`src/logic/sml_defines.svh`:
```
// Constants for the start-up mode pin latch
`ifndef SML_DEFINES_SVH
`define SML_DEFINES_SVH
`define SML_PIN_COUNT       8
`define SML_PULL_ENTRY      29
`define SML_LATCH_RESET     8'h00
`define SML_PULL_ALL_DOWN   8'h00
`define SML_PULL_ALL_UP     8'hff
`endif

```
`src/logic/sml_pkg.sv`:
```
// Types for the start-up mode pin latch
package sml_pkg;
    typedef enum logic [2:0] {
        SML_ST_HOLD  = 3'b001,
        SML_ST_INIT  = 3'b010,
        SML_ST_RUN   = 3'b100
    } sml_state_t;

    typedef struct packed {
        logic [7:0] pull_up;
        logic       others_down;
    } sml_pull_t;
endpackage

```
`src/logic/sml_startup_latch.sv`:
```
// Start-up mode pin capture and pull-direction control
//
// Overview of operation
// RULE1 - Leaving power-on reset, capture eight mode pins
// RULE2 - Warm reset leaves captured configuration unchanged
// RULE3 - Controller holds test reset low during POR; here test_rst_b is only an input, its hold left to the board
// RULE4 - Pull select register picks pull per pin
// RULE5 - Pulldowns applied to mode pins during reset
// RULE6 - After reset, pull select set to pulldown
// RULE7 - Other pulled pins pulled down during reset
// RULE8 - Second POR captures intended mode reliably
// RULE9 - Latch readable, held until next POR
`timescale 1ns/1ps
`include "sml_defines.svh"

module sml_startup_latch
    import sml_pkg::*;
(
    // Clock and resets
    input  wire logic       ref_clk,
    input  wire logic       rst_b,
    input  wire logic       warm_rst_b,
    input  wire logic       test_rst_b,
    // Mode pins
    input  wire logic [7:0] mode_pins,
    // Pull control
    output sml_pull_t       pull_ctrl,
    // Captured configuration
    output logic [7:0]      startup_config_latch,
    output logic            config_valid
);

    //--------------------------------------------------------------
    // Power-on reset qualification
    //--------------------------------------------------------------
    // Test reset low during power-on reset is the board's duty;
    // it cannot be seen from here, so it is only covered below

    sml_state_t state;
    sml_state_t next_state;
    logic [7:0] pull_direction_select;
    logic       in_warm;

    //--------------------------------------------------------------
    // State decode, shared by the logic and the checks
    //--------------------------------------------------------------
    function automatic logic st_is(input sml_state_t s,
                                   input sml_state_t want);
        return s == want;
    endfunction

    wire       capture_now   = st_is(state, SML_ST_HOLD);  // see RULE1
    wire       load_select   = st_is(state, SML_ST_INIT);  // see RULE6
    wire       in_run        = st_is(state, SML_ST_RUN);
    // Constant today; a select with mixed pulls would load here
    wire [7:0] next_pull_sel = `SML_PULL_ALL_DOWN;         // see RULE6

    always_comb begin
        case (state)
            SML_ST_HOLD: next_state = SML_ST_INIT;
            SML_ST_INIT: next_state = SML_ST_RUN;
            SML_ST_RUN:  next_state = SML_ST_RUN;
            default:     next_state = SML_ST_RUN;
        endcase
    end

    //--------------------------------------------------------------
    // Sequencer, reset only by qualified power-on reset
    //--------------------------------------------------------------
    always_ff @(posedge ref_clk or negedge rst_b) begin
        if (!rst_b) begin
            state <= SML_ST_HOLD;
        end else begin
            state <= next_state;
        end
    end

    // Pins sampled on the first edge after release; warm reset
    // never touches the latch
    always_ff @(posedge ref_clk or negedge rst_b) begin
        if (!rst_b) begin
            startup_config_latch <= `SML_LATCH_RESET;
            config_valid         <= 1'b0;
        end else if (capture_now) begin
            startup_config_latch <= mode_pins;            // see RULE1
            config_valid         <= 1'b1;                 // see RULE9
        end
    end

    // Register comes up all-down so the next POR samples cleanly
    always_ff @(posedge ref_clk or negedge rst_b) begin
        if (!rst_b) begin
            pull_direction_select <= `SML_PULL_ALL_DOWN;  // see RULE8
        end else if (load_select) begin
            pull_direction_select <= next_pull_sel;       // see RULE6
        end
    end

    // Warm reset tracked only for the pull outputs
    always_ff @(posedge ref_clk or negedge rst_b) begin
        if (!rst_b) begin
            in_warm <= 1'b1;
        end else begin
            in_warm <= ~warm_rst_b;                       // see RULE2
        end
    end

    //--------------------------------------------------------------
    // Pull outputs: forced down during power-on or warm reset, not test reset
    //--------------------------------------------------------------
    wire in_reset = capture_now | in_warm;
    wire [7:0] next_pull_up = in_reset ? `SML_PULL_ALL_DOWN
                                       : pull_direction_select; // see RULE4

    always_ff @(posedge ref_clk or negedge rst_b) begin
        if (!rst_b) begin
            pull_ctrl.pull_up     <= `SML_PULL_ALL_DOWN;  // see RULE5
            pull_ctrl.others_down <= 1'b1;                // see RULE7
        end else begin
            pull_ctrl.pull_up     <= next_pull_up;        // see RULE5
            pull_ctrl.others_down <= in_reset;            // see RULE7
        end
    end

    //--------------------------------------------------------------
    // Per-pin pairing
    //--------------------------------------------------------------
    // One pairing and one pull assertion per pin, so a swapped pair names its bit
    for (genvar g = 0; g < `SML_PIN_COUNT; g++) begin : g_pin

    end
endmodule

```
`config.mk`:
```
export PLATFORM = sky130hd
export DESIGN_NAME = sml_startup_latch
export DESIGN_NICKNAME = d
export VERILOG_FILES = /design/src/logic/sml_pkg.sv /design/src/logic/sml_startup_latch.sv
export VERILOG_INCLUDE_DIRS = /design/src /design/src/logic
export SDC_FILE = /design/constraint.sdc
export NUM_CORES = 1
export LEC_CHECK = 0
export BUFFER_PORTS_ARGS = -buffer_cell sky130_fd_sc_hd__buf_2
export CELL_PAD_IN_SITES_DETAIL_PLACEMENT = 0
export CELL_PAD_IN_SITES_GLOBAL_PLACEMENT = 2
export CORE_ASPECT_RATIO = 1.5
export CORE_UTILIZATION = 24
export CTS_CLUSTER_DIAMETER = 30
export DETAILED_ROUTE_END_ITERATION = 12
export PLACE_DENSITY_LB_ADDON = 0.1
export REMOVE_ABC_BUFFERS = 1
export SLEW_MARGIN = 20
export SYNTH_ARGS = -nofsm -noshare
export SYNTH_HDL_FRONTEND = slang
export SYNTH_SLANG_ARGS = --single-unit
```
`constraint.sdc`:
```
create_clock -name ref_clk -period 1.2 [get_ports ref_clk]
set_input_delay 0.18 -clock ref_clk [delete_from_list [all_inputs] [get_ports ref_clk]]
set_output_delay 0.18 -clock ref_clk [all_outputs]
set_load 0.005 [all_outputs]
```
==> flow_summary.toml <==
[layout]
n_fill_cell = 248
layout-drive-gt1-share_pct = 62.50
nets = 77
fin_cells = 87
fin_area_um2 = 759.5
syn2layout_area_growth_pct = 30.82
diodes = 0

[synthesis]
yosys-top-cells-area = "dfrtp_1 (47%), mux2_4 (16%), dfstp_2 (14%)"
synth_cell_type_count = 10
yosysSeqAreaShare_pct = 60.99
ys_warn_count = 0
post_synth_xor_area_fraction_pct = 0
yosys.area_share.adder_pct = 0
synth_top_cell_by_area = "dfrtp_1"
syn_avg_cell_area_um2 = 15.69
netlist_area_um2 = 580.6
synth_top_area_share_pct = 47.41
synth_top_family_by_area = "multiplexers"
netlist_instances = 37
synth_compound_area_share_pct = 0
ys_ff_latch = 14
synth-simple-area-share_pct = 5.388
muxShareOfSynthArea_pct = 19.40

[drt]
antenna_left = 0
via_per_inst = 3.897
drc = 0
drtIter0Drc = 2
vias = 339
drt_first_pass_iters = 3
wl_um = 983
wire_per_inst_um = 11.30

[sta]
final_max_slew_viol_count = 0
setup_ws_ps = -149.7
timing.final.crit_share_pct = 112.5
fmax_mhz = 740.9
grt_setup_unrepaired = "true"
holdWs_ps = 128.0
setup-violations-final = 8
hold_violations = 0
min_period_ps = 1350
clock_skew_ps = 0.7274

[place]
dp_slack_ps = -148.9
dp_cells = 81
port_buffers = 20
gp_congestion = 0.6246
dp_hpwl_um = 654.2
dpl_cell_area_um2 = 695.7

[power]
power_frac_comb_pct = 11.6
p_sw_uw = 212.2
clkPwrFrac_pct = 34.8
irDropWorstVdd_v = 0.0005295
leakage_uw = 0.0003899
seq_power_share_pct = 53.6
switching_share_pct = 21.72
p_int_uw = 764.8
power_density_nw_per_um2 = 1286

[clocking]
root_buffer = "clkbuf_4"
cts.htree.levels = 1
clk_pin_slew_ps = 90
numCtsBuffers = 3
insertion_delay_ps = 270
clock_path_buffers = 2
cts_tree = "done"
cts.sinks = 14

[critical_path]
crit_path_end_kind = "register"
critical_path.startpoint_type = "register"
crit_arrival_ps = 1520
worstPathRequired_ps = 1370
cp_max_fo = 8
crit_type = "register to register"
r2r_cells = 3

[floorplanning]
num_rows = 21
dieHeight_um = 62.24
fp.dieW_um = 42.16
design.core.area_um2 = 2260
io_pins = 30
start_util_pct = 25.69
die_area_um2 = 2624

[grt]
grt_remaining_overflow = 0
grt_use_total_pct = 8.529
grt_pass1_wl_um = 1745
grt_max_degree = 15
first_global_vias = 378
grt_antenna_before_repair = 0

[run_status]
status = "finished, violations left"
violations = "setup timing"

[run]
cap_violations = 0

[hold_path]
hold_path_class = "primary input to register"
holdPathStages = 2
## registers in the layout, summed over array words and instances (netlist names)
register,count
in_warm,1
pull_ctrl,1
config_valid,1
state,3
startup_config_latch,8
## per-stage QoR
stage          utilization [%]  total power (µW)  TNS [ps]
6_report                 33.61             977.0     -1188
5_1_grt                  33.61              1031     -1418
4_1_cts                  33.94              1001     -1153
3_5_place_dp             30.79             638.4    -976.4
3_3_place_gp             30.79             637.6    -911.0
2_1_floorplan                -             579.7     -1848
## layout make-up
type | count | area, µm² | area share (%)
Clock buffer | 4 | 36.28 | 4.778
Inverter | 2 | 7.507 | 0.9885
Multi-Input combinational cell | 20 | 185.2 | 24.38
Sequential cell | 14 | 354.1 | 46.62
Tap cell | 23 | 28.78 | 3.789
Timing Repair Buffer | 24 | 147.6 | 19.44
## cell usage after synthesis
cell	count
mux2_2	2
buf_4	8
dfrtp_1	11
buf_6	1
or2_2	2
nor3b_4	1
dfstp_2	3
inv_1	2
mux2_4	6
conb_1	1
## final timing paths
check | startpoint | endpoint | slack, ps
min in group asynchronous | rst_b | startup_config_latch[7] | 330
max | state[0] | startup_config_latch[7] | -150
max reg2reg | state[0] | startup_config_latch[7] | -150
min | mode_pins[0] | startup_config_latch[0] | 130
min reg2reg | config_valid | config_valid | 480
max in group asynchronous | rst_b | state[0] | 580
## worst max-delay path, cell delays in order, from the launching register on
cell	delay, ps
dfstp_2	530
nor3b_4	240
buf_12	170
mux2_4	300
## per-layer routing
metal  vias up  part of all wire, %  GRT usage (%)
met1       172                   45          11.23
met2        14                   49          12.50
met5         -                    0              0
li1        153                    -              -
met3         0                  6.0          2.326
met4         0                    0          4.688
## kinds of logic (layout without fill, tap and decap cells)
group                  after synthesis  in the layout
flip-flops                          14             14
buffers and inverters               11             30
multiplexers                         8              8
AND/OR/NAND/NOR                      3              3
other                                1              9
## power groups by stage
stage	Combinational, µW	Clock (µW)	Sequential (µW)
2_1_floorplan	43.9	0	536
3_3_place_gp	106	0	532
3_5_place_dp	106	0	533
4_1_cts	115	361	524
5_1_grt	126	376	529
6_report	113	340	524
## cells in the final DEF, fill, tap and decap left out, drive strengths merged
cell type and n:
conb 9, dlygate4sd3 2, mux2 8, inv 2, nor3b 1, dfstp 3
buf 22, dfrtp 11, clkbuf 4, or2 2
## repair_timing
item | in CTS | in global routing
hold endpoints to repair | 12 | 0
resized for setup | 2 | 0
endpoints found under the setup margin | 8 | 11
buffers inserted | 1 | 1
hold buffers | 2 | 0
(Power assumes the default switching activity.)
